===== src/logic/wom_pkg.sv =====
// constants and carriers for the watchdog operation-mode block
package wom_pkg;
   // register indices as printed; byte address is four times the index
   localparam logic [15:0] MODE_IDX = 16'hFF48;
   localparam logic [15:0] KEY_IDX = 16'hFF49;
   localparam logic [15:0] STAT_IDX = 16'hFF4A;
   localparam int ADDR_W = 18;
   localparam logic [17:0] MODE_ADDR = {MODE_IDX, 2'b00};
   localparam logic [17:0] KEY_ADDR = {KEY_IDX, 2'b00};
   localparam logic [17:0] STAT_ADDR = {STAT_IDX, 2'b00};
   // reset values and key
   localparam logic [7:0] MODE_RST = 8'h67;
   localparam logic [7:0] KEY_READ = 8'h9A;
   localparam logic [7:0] KEY_RESTART = 8'hAC;
   // mode register fields
   localparam int CSEL_HI_POS = 4;
   localparam int CSEL_LO_POS = 3;
   localparam int PSEL_HI_POS = 2;
   localparam logic [1:0] CSEL_SLOW = 2'b00;
   // byte-lane 0 strobe
   localparam logic [3:0] BYTE_STRB = 4'h1;
   // overflow exponents for period select zero
   localparam int SLOW_EXP_BASE = 11;
   localparam int SYS_EXP_BASE = 13;
   localparam int CNT_W = 21;
   // stop interval after stop release
   localparam int CLK_MHZ = 100;
   localparam int STOP_GAP_US = 34;
   localparam int STOP_GAP_MIN_US = 17;
   localparam int STOP_GAP_MAX_US = 67;
   localparam int STOP_GAP_CYC = STOP_GAP_US * CLK_MHZ;
   localparam int GAP_W = 13;
   // sync bit positions
   localparam int SY_SLOW = 0;
   localparam int SY_SYS = 1;
   localparam int SY_STABLE = 2;
   localparam int SY_STRAP = 3;
   localparam int SY_W = 4;

   typedef enum logic [3:0] {
      ST_RUN = 4'b0001,
      ST_HOLD = 4'b0010,
      ST_SETTLE = 4'b0100,
      ST_GAP = 4'b1000
   } wom_state_t;

   typedef struct packed {
      logic [7:0] mode;
      logic written;
      logic exempt;
      logic fixed;
   } wom_cfg_t;
endpackage : wom_pkg


===== src/logic/wom_sync.sv =====
// two-flop synchroniser for pin inputs
`timescale 1ns/1ps
module wom_sync #(
   parameter int WIDTH = 4
) (
   // clock
   input wire logic clk,
   // async in, synced out
   input wire logic [WIDTH-1:0] async_in,
   output logic [WIDTH-1:0] sync_out
);
   logic [WIDTH-1:0] meta_ff;

   initial begin
      if (WIDTH < 1) $error("wom_sync width must be positive");
   end

   always_ff @(posedge clk) begin
      meta_ff <= async_in;
      sync_out <= meta_ff;
   end
endmodule : wom_sync


===== src/logic/wom_counter.sv =====
// watchdog counter with period decode and overflow pulse
`timescale 1ns/1ps
module wom_counter #(
   parameter int CNT_W = wom_pkg::CNT_W
) (
   // clock and reset
   input wire logic clk,
   input wire logic rst,
   // control
   input wire logic clr,
   input wire logic inc,
   input wire logic use_sys,
   input wire logic [2:0] period_sel,
   // status
   output logic [CNT_W-1:0] count_ff,
   output logic ovf_ff
);
   logic [CNT_W-1:0] last;

   initial begin
      if (CNT_W < wom_pkg::SYS_EXP_BASE + 8) $error("counter too narrow");
   end

   // terminal count for the selected clock and period
   function automatic logic [CNT_W-1:0] term_cnt(input logic sys,
                                                input logic [2:0] ps);
      int e;
      e = (sys ? wom_pkg::SYS_EXP_BASE : wom_pkg::SLOW_EXP_BASE) + int'(ps);
      return CNT_W'((64'(1) << e) - 64'(1));
   endfunction : term_cnt

   assign last = term_cnt(use_sys, period_sel);

   always_ff @(posedge clk) begin
      if (rst || clr) begin
         count_ff <= '0;
      end else if (inc) begin
         count_ff <= (count_ff >= last) ? '0 : count_ff + CNT_W'(1);
      end
   end

   always_ff @(posedge clk) begin
      if (rst || clr) begin
         ovf_ff <= 1'b0;
      end else begin
         ovf_ff <= inc && (count_ff >= last);
      end
   end
endmodule : wom_counter


===== src/logic/wom_top.sv =====
// watchdog with fixed and selectable clock modes, apb registers
// What this block does
// - fixed mode always counts on the low-speed clock
// - fixed mode counts from reset release with longest period
// - fixed mode cannot be stopped by any request
// - fixed mode ignores clock-select bits, keeps low-speed clock
// - first write of the mode register clears the counter
// - three low mode bits pick the overflow period
// - restart key write clears counter and resumes counting
// - fixed mode counts through stop; overflow raises internal reset
// - selectable mode offers low-speed clock, system clock, or stopped
// - first write stopping watchdog exempts later faults from reset
// - selectable mode freezes in halt/stop, resumes keeping count
// - after stop release hold idle about 34 us then resume
// - system clock with crystal: settle first, then stop interval
// - selectable mode freezes count in stop on either clock
// - selectable mode freezes count in halt on either clock
// - clock select: 00 slow, 01 system, 1x stopped
// - one mode write allowed; second write resets unless stopped
// - any non-key value to the enable register resets unless stopped
// - enable register always reads a fixed value
//
// Chosen here: the register addresses and the APB slave port.
`timescale 1ns/1ps
module wom_top (
   // clock and reset
   input wire logic clk,
   input wire logic rst,
   // apb slave
   input wire logic psel,
   input wire logic penable,
   input wire logic pwrite,
   input wire logic [wom_pkg::ADDR_W-1:0] paddr,
   input wire logic [31:0] pwdata,
   input wire logic [3:0] pstrb,
   output logic [31:0] prdata_ff,
   output logic pready_ff,
   output logic pslverr_ff,
   // oscillators and strap, from pins
   input wire logic slow_osc_clk,
   input wire logic sys_osc_clk,
   input wire logic osc_settled,
   input wire logic osc_fixed_strap,
   // cpu power state, same clock
   input wire logic halt_mode,
   input wire logic stop_mode,
   input wire logic crystal_in_use,
   // internal reset request
   output logic wdt_reset_ff
);
   ////////////////////////////////////////////////////////////////////////
   // declarations
   wom_pkg::wom_cfg_t cfg_ff;
   wom_pkg::wom_state_t state_ff;
   wom_pkg::wom_state_t nxt_state;
   logic [wom_pkg::SY_W-1:0] sy;
   logic slow_prev_ff;
   logic sys_prev_ff;
   logic stop_prev_ff;
   logic from_stop_ff;
   logic [wom_pkg::GAP_W-1:0] gap_ff;
   logic [wom_pkg::CNT_W-1:0] count;
   logic ovf;
   logic slow_rise;
   logic sys_rise;
   logic acc;
   logic wr_mode;
   logic wr_key;
   logic mapped;
   logic byte_wr;
   logic key_fault;
   logic mode_fault;
   logic [1:0] csel;
   logic stopped;
   logic use_sys;
   logic tick;
   logic cnt_clr;
   logic [7:0] nxt_mode;
   logic gap_done;
   logic hit_mode;
   logic hit_key;
   logic hit_stat;
   localparam int GAP_W = wom_pkg::GAP_W;
   localparam int GAP_MIN = wom_pkg::STOP_GAP_MIN_US * wom_pkg::CLK_MHZ;
   localparam int GAP_MAX = wom_pkg::STOP_GAP_MAX_US * wom_pkg::CLK_MHZ;

   ////////////////////////////////////////////////////////////////////////
   // pin synchronisers and edge detect
   wom_sync #(
      .WIDTH(wom_pkg::SY_W)
   ) u_sync (
      .clk(clk),
      .async_in({osc_fixed_strap, osc_settled, sys_osc_clk, slow_osc_clk}),
      .sync_out(sy)
   );

   always_ff @(posedge clk) begin
      if (rst) begin
         slow_prev_ff <= 1'b0;
         sys_prev_ff <= 1'b0;
      end else begin
         slow_prev_ff <= sy[wom_pkg::SY_SLOW];
         sys_prev_ff <= sy[wom_pkg::SY_SYS];
      end
   end

   assign slow_rise = sy[wom_pkg::SY_SLOW] && !slow_prev_ff;
   assign sys_rise = sy[wom_pkg::SY_SYS] && !sys_prev_ff;

   ////////////////////////////////////////////////////////////////////////
   // apb decode
   // byte-address match for one register
   function automatic logic reg_hit(input logic [wom_pkg::ADDR_W-1:0] a,
                                    input logic [wom_pkg::ADDR_W-1:0] r);
      return a == r;
   endfunction : reg_hit

   assign hit_mode = reg_hit(paddr, wom_pkg::MODE_ADDR);
   assign hit_key = reg_hit(paddr, wom_pkg::KEY_ADDR);
   assign hit_stat = reg_hit(paddr, wom_pkg::STAT_ADDR);
   assign acc = psel && penable && pready_ff;
   assign mapped = hit_mode || hit_key || hit_stat;
   assign wr_mode = acc && pwrite && hit_mode;
   assign wr_key = acc && pwrite && hit_key;
   assign byte_wr = pstrb[0];

   always_ff @(posedge clk) begin
      if (rst) begin
         pready_ff <= 1'b0;
      end else begin
         pready_ff <= psel && penable && !pready_ff;
      end
   end

   always_ff @(posedge clk) begin
      if (rst) begin
         pslverr_ff <= 1'b0;
      end else begin
         pslverr_ff <= psel && penable && !pready_ff && !mapped;
      end
   end

   always_ff @(posedge clk) begin
      if (rst) begin
         prdata_ff <= 32'h0000_0000;
      end else if (psel && penable && !pready_ff && !pwrite) begin
         if (hit_mode) begin
            prdata_ff <= {24'h00_0000, cfg_ff.mode};
         end else if (hit_key) begin
            prdata_ff <= {24'h00_0000, wom_pkg::KEY_READ};
         end else if (hit_stat) begin
            prdata_ff <= {3'b000, cfg_ff.fixed, state_ff, 3'b000,
                          count};
         end else begin
            prdata_ff <= 32'h0000_0000;
         end
      end else begin
         prdata_ff <= 32'h0000_0000;
      end
   end

   ////////////////////////////////////////////////////////////////////////
   // mode register, write-once tracking, strap latch
   always_comb begin
      nxt_mode = pwdata[7:0];
      if (cfg_ff.fixed) begin
         nxt_mode[wom_pkg::CSEL_HI_POS:wom_pkg::CSEL_LO_POS] =
            wom_pkg::CSEL_SLOW;
      end
   end

   always_ff @(posedge clk) begin
      if (rst) begin
         cfg_ff.fixed <= sy[wom_pkg::SY_STRAP];
         cfg_ff.mode <= wom_pkg::MODE_RST;
         cfg_ff.written <= 1'b0;
         cfg_ff.exempt <= 1'b0;
      end else if (wr_mode && byte_wr && !cfg_ff.written) begin
         cfg_ff.mode <= nxt_mode;
         cfg_ff.written <= 1'b1;
         cfg_ff.exempt <= nxt_mode[wom_pkg::CSEL_HI_POS];
      end
   end

   assign csel = cfg_ff.mode[wom_pkg::CSEL_HI_POS:wom_pkg::CSEL_LO_POS];
   assign stopped = !cfg_ff.fixed && csel[1];
   assign use_sys = !cfg_ff.fixed && (csel == 2'b01);

   ////////////////////////////////////////////////////////////////////////
   // internal reset sources
   assign mode_fault = wr_mode && cfg_ff.written && !cfg_ff.exempt;
   assign key_fault = wr_key && !cfg_ff.exempt &&
                      (!byte_wr || pwdata[7:0] != wom_pkg::KEY_RESTART);

   always_ff @(posedge clk) begin
      if (rst) begin
         wdt_reset_ff <= 1'b0;
      end else begin
         wdt_reset_ff <= ovf || mode_fault || key_fault;
      end
   end

   ////////////////////////////////////////////////////////////////////////
   // halt / stop sequencing
   always_ff @(posedge clk) begin
      if (rst) begin
         stop_prev_ff <= 1'b0;
      end else begin
         stop_prev_ff <= stop_mode;
      end
   end

   always_ff @(posedge clk) begin
      if (rst) begin
         from_stop_ff <= 1'b0;
      end else if (state_ff == wom_pkg::ST_HOLD && stop_mode) begin
         from_stop_ff <= 1'b1;
      end else if (state_ff == wom_pkg::ST_RUN) begin
         from_stop_ff <= 1'b0;
      end
   end

   assign gap_done = (gap_ff == GAP_W'(wom_pkg::STOP_GAP_CYC - 1));

   always_comb begin
      nxt_state = state_ff;
      unique case (state_ff)
         wom_pkg::ST_RUN: begin
            if (!cfg_ff.fixed && (halt_mode || stop_mode)) begin
               nxt_state = wom_pkg::ST_HOLD;
            end
         end
         wom_pkg::ST_HOLD: begin
            if (!halt_mode && !stop_mode) begin
               if (!from_stop_ff && !stop_prev_ff) begin
                  nxt_state = wom_pkg::ST_RUN;
               end else if (use_sys && crystal_in_use) begin
                  nxt_state = wom_pkg::ST_SETTLE;
               end else begin
                  nxt_state = wom_pkg::ST_GAP;
               end
            end
         end
         wom_pkg::ST_SETTLE: begin
            if (sy[wom_pkg::SY_STABLE]) begin
               nxt_state = wom_pkg::ST_GAP;
            end
         end
         wom_pkg::ST_GAP: begin
            if (gap_done) begin
               nxt_state = wom_pkg::ST_RUN;
            end
         end
         default: nxt_state = wom_pkg::ST_RUN;
      endcase
   end

   always_ff @(posedge clk) begin
      if (rst) begin
         state_ff <= wom_pkg::ST_RUN;
      end else begin
         state_ff <= nxt_state;
      end
   end

   always_ff @(posedge clk) begin
      if (rst || state_ff != wom_pkg::ST_GAP) begin
         gap_ff <= '0;
      end else begin
         gap_ff <= gap_ff + GAP_W'(1);
      end
   end

   ////////////////////////////////////////////////////////////////////////
   // counter
   assign tick = (state_ff == wom_pkg::ST_RUN) && !stopped &&
                 (use_sys ? sys_rise : slow_rise);
   assign cnt_clr = (wr_mode && byte_wr && !cfg_ff.written) ||
                    (wr_key && byte_wr &&
                     pwdata[7:0] == wom_pkg::KEY_RESTART);

   wom_counter #(
      .CNT_W(wom_pkg::CNT_W)
   ) u_cnt (
      .clk(clk),
      .rst(rst),
      .clr(cnt_clr),
      .inc(tick),
      .use_sys(use_sys),
      .period_sel(cfg_ff.mode[wom_pkg::PSEL_HI_POS:0]),
      .count_ff(count),
      .ovf_ff(ovf)
   );

   initial begin
      if (wom_pkg::STOP_GAP_CYC >= (1 << wom_pkg::GAP_W)) begin
         $error("stop gap counter too narrow");
      end
      if (wom_pkg::STOP_GAP_CYC < GAP_MIN ||
          wom_pkg::STOP_GAP_CYC > GAP_MAX) begin
         $error("stop gap outside its allowed range");
      end
   end
endmodule : wom_top


===== config.mk =====
export PLATFORM = sky130hd
export DESIGN_NAME = wom_top
export DESIGN_NICKNAME = d
export VERILOG_FILES = /design/src/logic/wom_pkg.sv /design/src/logic/wom_sync.sv /design/src/logic/wom_counter.sv /design/src/logic/wom_top.sv
export SDC_FILE = /design/constraint.sdc
export NUM_CORES = 1
export LEC_CHECK = 0
export BUFFER_PORTS_ARGS = -buffer_cell sky130_fd_sc_hd__buf_4
export CAP_MARGIN = 20
export CORE_AREA = 2 2 91 93
export CTS_CLUSTER_DIAMETER = 60
export DETAILED_ROUTE_END_ITERATION = 10
export DIE_AREA = 0 0 93 95
export GPL_ROUTABILITY_DRIVEN = 0
export GPL_TIMING_DRIVEN = 1
export PLACE_DENSITY = 0.83
export RECOVER_POWER = 100
export SYNTH_ARGS = -nofsm -noshare
export SYNTH_HDL_FRONTEND = slang
export SYNTH_SLANG_ARGS = --single-unit

===== constraint.sdc =====
create_clock -name clk -period 10.1 [get_ports clk]
set_clock_uncertainty 0.05 [all_clocks]
set_input_delay 1.515 -clock clk [delete_from_list [all_inputs] [get_ports clk]]
set_output_delay 1.515 -clock clk [all_outputs]
set_load 0.02 [all_outputs]

**After elaboration in Yosys (flattened, before gate mapping)**

Index checks and enable logic that the tools add are counted.

- Logic and storage cells: 114
- Output and inout port bits: 35
- Bits in latches: 0
- RAM bits: 0
- Memories: 0
- Flip-flop bits (word level): 91
- Memory bits (read-only): 0

- Shift operators: 1
- Add/subtract/negate cells: 4
- Eq/ne operators: 16
- Multiply operators: 0
- Div/mod/pow operators: 0
- Bitwise gates (word level): 2
- Reduce and logical (&&, ||, !) cells: 55
- Multiplexer cells: 16
- $lt $le $gt $ge: 1

Operator list:

| cell | count |
|---|---|
| $eq A18 B18 Y1 const B | 3 |
| $add A32 B4 Y32 | 1 |
| $shl A1 B32 Y21 const A | 1 |
| $logic_and A1 B1 Y1 | 28 |
| $mux W4 | 6 |
| $mux W8 | 3 |
| $add A21 B1 Y21 const B | 1 |
| $ge A21 B21 Y1 | 1 |
| $mux W21 | 1 |
| $sub A21 B2 Y21 const B | 1 |
| $pmux W4 S4 | 1 |
| $logic_not A1 Y1 | 14 |
| $add A13 B1 Y13 const B | 1 |
| $eq A13 B12 Y1 const B | 1 |
| $logic_or A1 B1 Y1 | 9 |
| $eq A8 B8 Y1 const B | 1 |
| $ne A8 B8 Y1 const B | 1 |
| $reduce_or A5 Y1 | 1 |
| $eq A4 B1 Y1 const B | 1 |
| $eq A4 B2 Y1 const B | 1 |
| $eq A4 B3 Y1 const B | 1 |
| $eq A4 B4 Y1 const B | 1 |
| $ne A2 B1 Y1 const B | 2 |
| $ne A2 B2 Y1 const B | 2 |
| 9 further kinds | 12 |

**Longest topological paths before layout**

Gate-level depths: netlist (run 1).

- Depth after elaboration: 8
- Depth in mapped cells: 24

**Cells and area by module**

A second synthesis (run 1) with hierarchy kept.

- Cells, all modules: 524
- Area total of the unflattened synthesis: 4573.1 um2

By module, submodules not included:

| module | times used | area an instance (um2) | cells each | seq. area each (um2) |
|---|---|---|---|---|
| wom_top | 1 | 2462.4 | 264 | 1211.2 |
| wom_counter | 1 | 1950.6 | 252 | 440.4 |
| wom_sync | 1 | 160.2 | 8 | 160.2 |

**Least setup slack after synthesis (run 1)**

OpenSTA, ideal clock, no wires.

- Path kind: flip-flop to flip-flop
- From: reg cfg_ff[0] in the netlist's numbering
- To: reg u_cnt.count_ff[10]
- Data required time: 9920 ps
- Cell stages (with the launch flop): 22
- Data arrival time: 5249 ps
- Path buffers: 3
- Path slack: 4672 ps
- Cells stage by stage: edfxtp_1 > nor3b_2 > inv_1 > ha_1 > a21o_1 > fa_1 > clkbuf_1 > nor3_1 > nand3_1 > ha_1 > clkbuf_1 > or3_1 > a21oi_1 > a31oi_1 > o22a_1 > ha_1 > nand4_1 > nor4_1 > o311ai_0 > a21oi_2 > clkbuf_1 > nor3_1

- Cells in the longest elaborated chain, start to end: 8
- Elaborated cells between the ends (all ways): 13

Ends and longest elaborated chain:

| item | line | RTL |
|---|---|---|
| start, declared | wom_top.sv:53 | `wom_pkg::wom_cfg_t cfg_ff;` |
| $logic_not A1 Y1 * | wom_top.sv:186, wom_top.sv:187 |  |
| $logic_and A1 B1 Y1 | wom_top.sv:187 | `assign use_sys = !cfg_ff.fixed && (csel == 2'b01);` |
| $mux W3 | wom_counter.sv:28 | `e = (sys ? wom_pkg::SYS_EXP_BASE : wom_pkg::SLOW_EXP_BASE) + int'(ps);` |
| $add A32 B4 Y32 | wom_counter.sv:28 |  |
| $shl A1 B32 Y21 | wom_counter.sv:29 | `return CNT_W'((64'(1) << e) - 64'(1));` |
| $sub A21 B2 Y21 | wom_counter.sv:29 |  |
| $ge A21 B21 Y1 | wom_counter.sv:38 | `count_ff <= (count_ff >= last) ? '0 : count_ff + CNT_W'(1);` |
| $mux W21 | wom_counter.sv:38 |  |
| end signal, assigned | wom_counter.sv:38 |  |
| end, declared | wom_counter.sv:15 | `output logic [CNT_W-1:0] count_ff,` |

Every way passes the cells marked *; elsewhere a longest branch is shown, timed or not.
A chain may end at the register's enable or synchronous reset.

**Worst setup path after layout (run 1)**

Ends and elaborated chain as after synthesis.

==> flow_metrics.env, run 1 <==
export IMPL_via_count=3905
export IMPL_hpwl_um=7200
export IMPL_cts_buffer_depth=2
export IMPL_cts_buffers=9
export IMPL_cp_slowest_stage_delay_ns=1.23
export IMPL_rr_worst_depth=19
export IMPL_ir_worst_vdd_mv=0.09649
export IMPL_cp_slowest_cell="a21oi_1"
export IMPL_cp_arrival_ns=7.88
export IMPL_postCtsHoldBufs=0
export IMPL_placed_cell_area_um2=5070
export IMPL_cts_resized=0
export IMPL_comb_power_share=0.056
export IMPL_final_area_um2=5109
export IMPL_drcViolationCount=0
export IMPL_fin_crit_ns=7.756
export IMPL_p_sw_frac=0.2323
export IMPL_p_int_mw=0.4974
export IMPL_cp_top_family="simple AND/OR/NAND/NOR gates"
export IMPL_r2r_start="cfg_ff[0]"
export IMPL_dr_first_iter_drc_count=255
export IMPL_final_cell_mix="dfxtp_1, nor2_1, nand2_1, a21oi_1, nor3_1"
export IMPL_first_pass_iters=5
export IMPL_finalSetupViolations=0
export IMPL_portBuffers=67
export IMPL_cts_sinks=90
export IMPL_antenna_found_initial=0
export IMPL_grt_overflow=0
export IMPL_cp_max_fo=22
export IMPL_wirelength_um=10010
export IMPL_grt_pass1_vias=3691
export IMPL_synthFlopType="dfxtp_1"
export IMPL_ys_warn_count=0
export IMPL_path_cells="nor3b_1, inv_1, ha_1, a21o_1, fa_1, nor3_1, nand3_1, ha_1, nor2b_1, nand2_1, a21oi_1, a31oi_1, o22a_1, ha_1, nand4_1, nor4_1, o311ai_0, a21oi_1, nor3_1"
export IMPL_htreeDepth=3
export IMPL_worst_pin_slew_ns=1.482
export IMPL_grt_pass1_wl_um=16670
export IMPL_violations="capacitance limit"
export IMPL_max_freq_mhz=128.9
export IMPL_required_ns=10.23
export IMPL_p_switching_mw=0.1505
export IMPL_r2r_slack_ns=2.34
export IMPL_crit_type="register to register"
export IMPL_yosysSeqAreaShare=0.3969
export IMPL_core_area_um2=7928
export IMPL_synth_seq_cells=90
export IMPL_pwr_density_cell_nw_per_um2=126.8
export IMPL_reg2reg_to="u_cnt.count_ff[10]"
export IMPL_grt_max_degree=23
export IMPL_synthesis_instances=517
export IMPL_post_cts_buffers=0
export IMPL_die_area_um2=8835
export IMPL_grt_usage=0.2333
export IMPL_timing_slew_headroom=0.01213
export IMPL_min_path_type="register to register"
export IMPL_wl_per_cell_um=14.65
export IMPL_hold_viol=0
export IMPL_worstSkewPairLatency_ns=0.36
export IMPL_netlist_area_um2=4564
export IMPL_tritoncts="done"
export IMPL_die_x_um=93
export IMPL_power_leakage_nw=1.945
export IMPL_via_per_inst=5.717
export IMPL_die_h_um=95
export IMPL_critPathCapture="u_cnt.count_ff[10]"
export IMPL_rsz0062_at_grt="no"
export IMPL_seq_power_share=0.562
export IMPL_crit_top_cell="ha_1"
export IMPL_worst_path_stages=19
export IMPL_num_rows=33
export IMPL_final_common_cell="dfxtp_1"
export IMPL_cts_root_buf="clkbuf_8"
export IMPL_syn_to_final_growth_pct=11.92
export IMPL_finalCritPeriodShare=0.7679
export IMPL_critical_path_buf_inv_count=1
export IMPL_clock_power_share=0.382
export IMPL_drive_gt1_frac=0.1003
export IMPL_maxCapViolations=1
export IMPL_startpoint_type="register"
export IMPL_start_util=0.5758
export IMPL_cp_end_kind="register"
export IMPL_drtAntennaViolNets=0
export IMPL_status="finished with violations"
export IMPL_synth_edf_count=1
export IMPL_avgSynthCellArea_um2=8.829
export IMPL_crit_start="cfg_ff[0]"
export IMPL_setup_tns_final_ns=0
export IMPL_path_clk_slew_ns=0.09
export IMPL_synth_distinct_cells=63
export IMPL_diodes=0
export IMPL_ios=101
export IMPL_final_nets=667
export IMPL_async_flop_share=0
export IMPL_finalMaxSlewViolations=0
## state kept, by name, indices dropped and copies added, names as in the netlist
signal	cells
cfg_ff	10
from_stop_ff	1
gap_ff	13
prdata_ff	26
pready_ff	1
pslverr_ff	1
slow_prev_ff	1
state_ff	4
stop_prev_ff	1
sys_prev_ff	1
u_cnt.count_ff	21
u_cnt.ovf_ff	1
u_sync.meta_ff	4
u_sync.sync_out	4
wdt_reset_ff	1
## routing by layer
metal,global-route usage,vias to the layer above,share of wire
met5,0,-,0
met4,0.08824,0,0.022
met3,0.04469,20,0.052
met2,0.4209,111,0.50
met1,0.2746,1840,0.42
li1,-,1934,-
## worst min-delay path by stage
| stage | from | end | slack [ns] | depth (start not counted) |
|---|---|---|---|---|
| global route | u_sync.meta_ff[1] | u_sync.sync_out[1] | 0.29 | 0 |
| finish | u_sync.meta_ff[1] | u_sync.sync_out[1] | 0.28 | 0 |
| global placement | u_sync.meta_ff[2] | u_sync.sync_out[2] | 0.26 | 0 |
| detailed placement | u_sync.meta_ff[2] | u_sync.sync_out[2] | 0.26 | 0 |
| CTS | u_sync.meta_ff[1] | u_sync.sync_out[1] | 0.28 | 0 |
| floorplan | u_sync.meta_ff[0] | u_sync.sync_out[0] | 0.26 | 0 |
## through the flow
step	setup slack [ns]	std cells	total power [mW]	hold WS [ns]	util
floorplan	4.672	522	0.3939	0.2596	-
global placement	3.445	668	0.4079	0.2597	0.6395
detailed placement	3.149	668	0.4095	0.2632	0.6395
CTS	3.170	683	0.6532	0.2842	0.6641
global route	1.681	683	0.6705	0.2875	0.6444
finish	2.344	683	0.6480	0.2826	0.6444
## worst register-to-register path: stages, from the launching register on
cell,delay [ns]
edfxtp_1,0.48
nor3b_1,0.80
inv_1,0.11
ha_1,0.47
a21o_1,0.27
fa_1,0.93
nor3_1,0.22
nand3_1,0.16
ha_1,0.55
nor2b_1,0.39
nand2_1,0.10
a21oi_1,0.19
a31oi_1,0.08
o22a_1,0.20
ha_1,0.32
nand4_1,0.15
nor4_1,0.41
o311ai_0,0.34
a21oi_1,1.23
nor3_1,0.12
## Yosys cell counts, types with 2 or more instances
library cell   n  area, um2
a21o_1         2      15.01
a21oi_1       34      170.2
a22o_1         6      52.55
a22oi_1        3      22.52
a31oi_1        7      43.79
and2_1        20      125.1
and3_1         5      31.28
and4_1         2      17.52
buf_4          6      45.04
buf_6          4      45.04
clkbuf_1      16      60.06
dfxtp_1       89       1782
ha_1          26      325.3
inv_1         14      52.55
mux2i_1        8      80.08
nand2_1       38      142.6
nand2b_1      10      62.56
nand3_1       20      100.1
nand3b_1       5      37.54
nand4_1        8      50.05
nand4b_1       6      52.55
nor2_1        42      157.7
nor2b_1       12      75.07
nor3_1        32      160.2
nor3b_1        4      30.03
nor4_1         2      12.51
nor4_2         2      25.02
nor4b_1        2      17.52
o211ai_1       3      22.52
o21a_1         6      45.04
o21ai_0       18      90.09
or3_1          3      18.77
or4_1          3      22.52
xnor2_1       13      113.9
xor2_1        18      157.7
## kinds of logic (layout without fill, tap and decap cells)
| logic type | count (synthesis) | count (layout) | synth area share |
|---|---|---|---|
| and+or+nand+nor | 228 | 228 | 0.2802 |
| AOI/OAI and AO/OA | 91 | 91 | 0.1239 |
| DFF | 90 | 90 | 0.3969 |
| buffers and inverters | 41 | 97 | 0.04550 |
| xor gates and xnor gates | 31 | 31 | 0.05948 |
| adders and majority gates | 27 | 27 | 0.07566 |
| muxes | 8 | 8 | 0.01754 |
| other | 1 | 6 | 0.0008216 |
## layout make-up
class	instances	area, um2
inverter	14	52.55
tap	105	131.4
clock inverter	4	53.80
timing repair buffer	68	394.1
sequential	90	1812
fill	685	2819
multi-input combinational	391	2524
clock buffer	11	141.4
## power groups by stage
stage	Combinational [mW]	Clock, mW	Sequential, mW
2_1_floorplan	0.0221	0	0.372
5_1_grt	0.0398	0.266	0.365
4_1_cts	0.0370	0.252	0.364
3_5_place_dp	0.0369	0	0.373
6_report	0.0360	0.248	0.364
3_3_place_gp	0.0355	0	0.372
Note: power is estimated with default switching activity, not from simulation.
==> run 2, diff against run 1 <==
--- a/config.mk
+++ b/config.mk
@@ -7,13 +7,13 @@
 export LEC_CHECK = 0
 export BUFFER_PORTS_ARGS = -buffer_cell sky130_fd_sc_hd__buf_4
 export CAP_MARGIN = 20
-export CORE_AREA = 2 2 91 93
+export CORE_AREA = 2 2 100 102
 export CTS_CLUSTER_DIAMETER = 60
 export DETAILED_ROUTE_END_ITERATION = 10
-export DIE_AREA = 0 0 93 95
+export DIE_AREA = 0 0 102 104
 export GPL_ROUTABILITY_DRIVEN = 0
 export GPL_TIMING_DRIVEN = 1
-export PLACE_DENSITY = 0.83
+export PLACE_DENSITY = 0.73
 export RECOVER_POWER = 100
 export SYNTH_ARGS = -nofsm -noshare
 export SYNTH_HDL_FRONTEND = slang
==> constraint.sdc (replaced) <==
create_clock -name clk -period 6.44 [get_ports clk]
set_clock_uncertainty 0.05 [all_clocks]
set_input_delay 0.966 -clock clk [delete_from_list [all_inputs] [get_ports clk]]
set_output_delay 0.966 -clock clk [all_outputs]
set_load 0.02 [all_outputs]
==> run 2 against run 1 <==
  * The flow now finishes without violations
  * Sequential power is 57% higher
  * Flip-flop and latch count stayed put
  * Fmax is 32% higher
  * Clock-buffer cell count is 1 lower
  * Critical path depth is 4 higher
  * Sequential share of layout area is 0.63 points lower
  * Cell count is 5.0% higher
  * Global-route usage is 4.1 points lower
  * Critical path type unchanged
  * Largest cell class unchanged
==> flow_metrics.env, run 2 (synthesis results as in run 1) <==
export IMPL_placedCellCount=701
export IMPL_cts_buffer_depth=2
export IMPL_seq_power_share=0.551
export IMPL_rr_worst_depth=23
export IMPL_final_area_um2=5201
export IMPL_r2r_slack_ns=0.58
export IMPL_tritoncts="done"
export IMPL_die_area_um2=10610
export IMPL_grt_max_degree=23
export IMPL_drcViolationCount=0
export IMPL_finalMaxSlewViolations=0
export IMPL_comb_power_share=0.055
export IMPL_finalCritPeriodShare=0.9096
export IMPL_placed_cell_area_um2=5142
export IMPL_grt_usage=0.1926
export IMPL_p_sw_frac=0.2415
export IMPL_hold_viol=0
export IMPL_seq_area_um2=1812
export IMPL_fin_crit_ns=5.858
export IMPL_top_register="prdata_ff"
export IMPL_via_count=3858
export IMPL_hpwl_um=7323
export IMPL_max_freq_mhz=170.7
export IMPL_required_ns=6.68
export IMPL_timing_slew_headroom=0.06677
export IMPL_status="finished clean"
export IMPL_ios=101
export IMPL_pwr_density_cell_nw_per_um2=199.2
export IMPL_post_cts_buffers=0
export IMPL_whs_ns=0.2832
export IMPL_crit_type="register to register"
export IMPL_final_common_cell="dfxtp_1"
export IMPL_first_pass_iters=5
export IMPL_ir_worst_vdd_mv=0.1829
export IMPL_cts_resized=0
export IMPL_drive_gt1_frac=0.1147
export IMPL_core_area_um2=9549
export IMPL_fillCellCount=946
export IMPL_portBuffers=67
export IMPL_rsz0062_at_grt="no"
export IMPL_die_h_um=104
export IMPL_startpoint_type="register"
export IMPL_path_clk_slew_ns=0.09
export IMPL_cts_sinks=90
export IMPL_via_per_inst=5.381
export IMPL_worst_pin_slew_ns=1.389
export IMPL_r2r_start="cfg_ff[0]"
export IMPL_htreeDepth=3
export IMPL_wirelength_um=9938
export IMPL_cp_max_fo=19
export IMPL_reg2reg_to="u_cnt.count_ff[13]"
export IMPL_num_rows=36
export IMPL_postCtsHoldBufs=0
export IMPL_multi_input_area_um2=2527
export IMPL_finalSetupViolations=0
export IMPL_min_path_type="register to register"
export IMPL_antenna_found_initial=0
export IMPL_cp_end_kind="register"
export IMPL_p_int_mw=0.7858
export IMPL_die_x_um=102
export IMPL_reg_top3="prdata_ff x26, u_cnt.count_ff x21, gap_ff x13"
export IMPL_start_util=0.4780
export IMPL_final_nets=672
export IMPL_grt_overflow=0
export IMPL_cp_arrival_ns=6.09
export IMPL_hp_start="u_sync.meta_ff[1]"
export IMPL_final_cells=717
export IMPL_cts_buffers=9
export IMPL_grt_pass1_wl_um=16500
export IMPL_final_cell_mix="dfxtp_1, nor2_1, nand2_1, buf_4, a21oi_1"
export IMPL_worstSkewPairLatency_ns=0.37
export IMPL_worstHoldPathCells=0
export IMPL_dr_first_iter_drc_count=177
export IMPL_largest_register_ffs=26
export IMPL_maxCapViolations=0
export IMPL_setup_tns_final_ns=0
export IMPL_finalCoreUtilization=0.5447
export IMPL_grt_pass1_vias=3538
export IMPL_hold_path_endpoint="u_sync.sync_out[1]"
export IMPL_drtAntennaViolNets=0
export IMPL_clock_power_share=0.394
export IMPL_syn_to_final_growth_pct=13.95
export IMPL_diodes=0
export IMPL_wl_per_cell_um=13.86
export IMPL_cts_root_buf="clkbuf_8"
export IMPL_p_switching_mw=0.2502
export IMPL_power_leakage_nw=1.990
[run 2: worst max-delay path by stage]
| stage | startpoint | end | slack, ns | depth (start not counted) |
|---|---|---|---|---|
| after floorplan | cfg_ff[0] | u_cnt.count_ff[10] | 1.01 | 21 |
| after global placement | cfg_ff[0] | u_cnt.ovf_ff | 0.85 | 22 |
| after detailed placement | cfg_ff[0] | u_cnt.count_ff[13] | 0.68 | 21 |
| after CTS | cfg_ff[0] | u_cnt.count_ff[13] | 0.64 | 21 |
| after global routing | cfg_ff[0] | u_cnt.count_ff[9] | 0.07 | 23 |
| final | cfg_ff[0] | u_cnt.count_ff[13] | 0.58 | 23 |
[run 2: final cells by class]
| type | count | share of cell area |
|---|---|---|
| tap | 133 | 0.03199 |
| timing repair buffer | 73 | 0.08371 |
| sequential | 90 | 0.3483 |
| clock inverter | 6 | 0.01347 |
| inverter | 14 | 0.01010 |
| clock buffer | 10 | 0.02646 |
| multi-input combinational | 391 | 0.4859 |
[run 2: through the flow]
stage               power [mW]  worst slack, ns
detailed placement      0.6419           0.6812
floorplan               0.6177            1.012
global route             1.069          0.07426
CTS                      1.046           0.6373
finish                   1.036           0.5819
global placement        0.6403           0.8526
[run 2: metal layers]
layer / part of all wire / up-vias / track usage
met3: 0.047 / 17 / 0.04099
met1: 0.44 / 1796 / 0.2454
met2: 0.50 / 104 / 0.3139
met4: 0.018 / 0 / 0.07810
met5: 0 / - / 0
li1: - / 1941 / -
[run 2: power groups by stage]
stage | sequential [mW] | combinational, mW | clock, mW
CTS | 0.571 | 0.0585 | 0.416
global route | 0.572 | 0.0626 | 0.435
global placement | 0.584 | 0.0562 | 0
detailed placement | 0.584 | 0.0577 | 0
finish | 0.571 | 0.0566 | 0.408
floorplan | 0.583 | 0.0347 | 0
[run 2: critical path, cell delays in order (launching register included)]
cell,delay [ns]
edfxtp_1,0.50
nor3b_1,0.23
buf_4,0.19
inv_1,0.05
ha_1,0.50
a21o_1,0.21
fa_1,0.43
nor3_1,0.36
nand3_1,0.17
ha_1,0.36
buf_4,0.22
nor2_1,0.12
nand2_1,0.10
mux2i_1,0.15
a22oi_1,0.10
o21a_1,0.24
ha_1,0.29
a21oi_1,0.13
o21ai_0,0.09
a22oi_1,0.19
nor3b_1,0.56
a21oi_2,0.09
buf_4,0.23
nor3_1,0.21
==> run 3, diff against run 2 <==
--- a/config.mk
+++ b/config.mk
@@ -7,13 +7,13 @@
 export LEC_CHECK = 0
 export BUFFER_PORTS_ARGS = -buffer_cell sky130_fd_sc_hd__buf_4
 export CAP_MARGIN = 20
-export CORE_AREA = 2 2 100 102
+export CORE_AREA = 2 2 95 97
 export CTS_CLUSTER_DIAMETER = 60
 export DETAILED_ROUTE_END_ITERATION = 10
-export DIE_AREA = 0 0 102 104
+export DIE_AREA = 0 0 97 99
 export GPL_ROUTABILITY_DRIVEN = 0
 export GPL_TIMING_DRIVEN = 1
-export PLACE_DENSITY = 0.73
+export PLACE_DENSITY = 0.77
 export RECOVER_POWER = 100
 export SYNTH_ARGS = -nofsm -noshare
 export SYNTH_HDL_FRONTEND = slang
==> constraint.sdc (replaced) <==
create_clock -name clk -period 5.4 [get_ports clk]
set_clock_uncertainty 0.05 [all_clocks]
set_input_delay 0.81 -clock clk [delete_from_list [all_inputs] [get_ports clk]]
set_output_delay 0.81 -clock clk [all_outputs]
set_load 0.02 [all_outputs]
==> run 3 against run 2 <==
  * The run now ends with capacitance limit, slew limit left
  * Via count is 0.21% lower
  * Combinational power is 21% higher
  * Utilization is 6.8 points higher
  * Flip-flop and latch count is the same
  * Die area shrank 9.5%
  * Sequential share of layout area is 0.27 points lower
  * Critical path depth fell by 1
  * Register-to-register slack got worse by 0.24 ns
  * Hold slack hardly changed
  * Highest routed layer unchanged
  * Clock power up 30%
==> flow_metrics.env, run 3 (synthesis results as in run 1) <==
export IMPL_final_common_cell="dfxtp_1"
export IMPL_rsz0062_at_grt="no"
export IMPL_setup_tns_final_ns=0
export IMPL_crit_type="register to register"
export IMPL_hold_viol=0
export IMPL_die_h_um=99
export IMPL_cp_max_fo=19
export IMPL_cp_slowest_cell="fa_1"
export IMPL_maxCapViolations=1
export IMPL_diodes=0
export IMPL_pre_cts_ws_ns=0.1336
export IMPL_rr_worst_depth=22
export IMPL_r2r_slack_ns=0.35
export IMPL_reg_top3="prdata_ff x26, u_cnt.count_ff x21, gap_ff x13"
export IMPL_cp_slowest_stage_delay_ns=0.52
export IMPL_setup_ws_ns=0.3459
export IMPL_tritoncts="done"
export IMPL_hp_start="u_sync.meta_ff[0]"
export IMPL_core_area_um2=8551
export IMPL_final_cell_mix="dfxtp_1, nor2_1, buf_4, nand2_1, a21oi_1"
export IMPL_via_per_inst=5.548
export IMPL_largest_register_ffs=26
export IMPL_die_x_um=97
export IMPL_cts_buffer_depth=2
export IMPL_worst_path_stages=22
export IMPL_portBuffers=67
export IMPL_via_count=3850
export IMPL_hold_path_endpoint="u_sync.sync_out[0]"
export IMPL_cts_sinks=90
export IMPL_timing_slew_headroom=-0.009261
export IMPL_multi_input_area_um2=2551
export IMPL_first_pass_iters=4
export IMPL_startpoint_type="register"
export IMPL_required_ns=5.64
export IMPL_antenna_found_initial=0
export IMPL_wl_per_cell_um=14.50
export IMPL_num_rows=34
export IMPL_placedCellCount=679
export IMPL_grt_overflow=0
export IMPL_finalMaxSlewViolations=11
export IMPL_htreeDepth=3
export IMPL_power_leakage_nw=2.023
export IMPL_cp_top_family="simple AND/OR/NAND/NOR gates"
export IMPL_grt_pass1_vias=3652
export IMPL_seq_area_um2=1812
export IMPL_worstSkewPairLatency_ns=0.36
export IMPL_drcViolationCount=0
export IMPL_start_util=0.5338
export IMPL_ir_worst_vdd_mv=0.1278
export IMPL_post_cts_buffers=0
export IMPL_syn_to_final_growth_pct=14.83
export IMPL_worstHoldPathCells=0
export IMPL_cp_arrival_ns=5.29
export IMPL_r2r_start="cfg_ff[0]"
export IMPL_grt_pass1_wl_um=16730
export IMPL_crit_top_cell="ha_1"
export IMPL_fillCellCount=770
export IMPL_drive_gt1_frac=0.1263
export IMPL_top_register="prdata_ff"
export IMPL_cts_root_buf="clkbuf_8"
export IMPL_final_nets=675
export IMPL_dr_first_iter_drc_count=165
export IMPL_grt_usage=0.2121
export IMPL_fin_crit_ns=5.054
export IMPL_status="finished with violations"
export IMPL_pwr_density_cell_nw_per_um2=244.2
export IMPL_final_cells=694
export IMPL_reg2reg_to="u_cnt.ovf_ff"
export IMPL_cp_end_kind="register"
export IMPL_hpwl_um=7322
export IMPL_violations="capacitance limit, slew limit"
export IMPL_path_cells="nor3b_2, inv_1, ha_1, a21o_1, fa_1, nor3_2, nand3_1, ha_1, buf_4, nor2b_2, nand2_1, a21oi_1, a31oi_1, o22a_1, ha_1, nand4_1, nor4_2, a22oi_1, nor3b_2, a21oi_2, buf_4, nor2b_1"
export IMPL_min_path_type="register to register"
export IMPL_die_area_um2=9603
export IMPL_critical_path_buf_inv_count=3
export IMPL_finalCritPeriodShare=0.9359
export IMPL_path_clk_slew_ns=0.08
export IMPL_ios=101
export IMPL_grt_max_degree=23
export IMPL_max_freq_mhz=197.9
export IMPL_wirelength_um=10060
export IMPL_finalSetupViolations=0
export IMPL_cts_buffers=9
export IMPL_drtAntennaViolNets=0
export IMPL_worst_pin_slew_ns=1.502
==> run 3: cell type report <==
class	count	share of cell area
Multi-Input combinational cell	391	0.4868
Clock buffer	10	0.02841
Inverter	14	0.01003
Sequential cell	90	0.3457
Tap cell	108	0.02578
Timing Repair Buffer	76	0.08737
Clock inverter	5	0.01599
==> run 3: stage by stage <==
step / hold WS [ns] / area, um2 / utilization / total power, mW
CTS: 0.2852 / 5366 / 0.6276 / 1.292
floorplan: 0.2596 / 4584 / - / 0.7367
global placement: 0.2600 / 5134 / 0.6004 / 0.7637
detailed placement: 0.2653 / 5134 / 0.6004 / 0.7666
finish: 0.2833 / 5241 / 0.6130 / 1.280
global route: 0.2879 / 5241 / 0.6130 / 1.321
==> run 3: worst register-to-register path: cells and delay by family (launching register included) <==
kind | cells | cell delay [ns]
adders and majority gates | 4 | 1.39
DFF | 1 | 0.41
AOI/OAI and AO/OA | 6 | 0.89
and+or+nand+nor | 9 | 1.72
buffers and inverters | 3 | 0.54
==> run 3: metal layers <==
layer  global-route usage  up-vias  wire (um)
met2               0.3734       99       4999
li1                     -     1947          -
met4              0.09534        0        262
met5                    0        -          0
met1               0.2529     1780       4378
met3              0.03830       24        424
==> run 3: worst max path at each step <==
stage | start | end
floorplan | cfg_ff[0] | u_cnt.count_ff[10]
global placement | cfg_ff[0] | u_cnt.ovf_ff
detailed placement | cfg_ff[0] | u_cnt.ovf_ff
CTS | cfg_ff[0] | u_cnt.ovf_ff
global route | cfg_ff[0] | u_cnt.ovf_ff
finish | cfg_ff[0] | u_cnt.ovf_ff
==> run 3: where the power goes <==
group | switching [mW] | internal [mW]
sequential | 0.00751 | 0.673
clock | 0.242 | 0.288
combinational | 0.0360 | 0.0327
total | 0.286 | 0.994
==> run 3: timing repair <==
item                       in CTS  in global routing
hold buffers                    0                  0
gates resized for setup         0                  5
setup endpoints to repair       0                 22
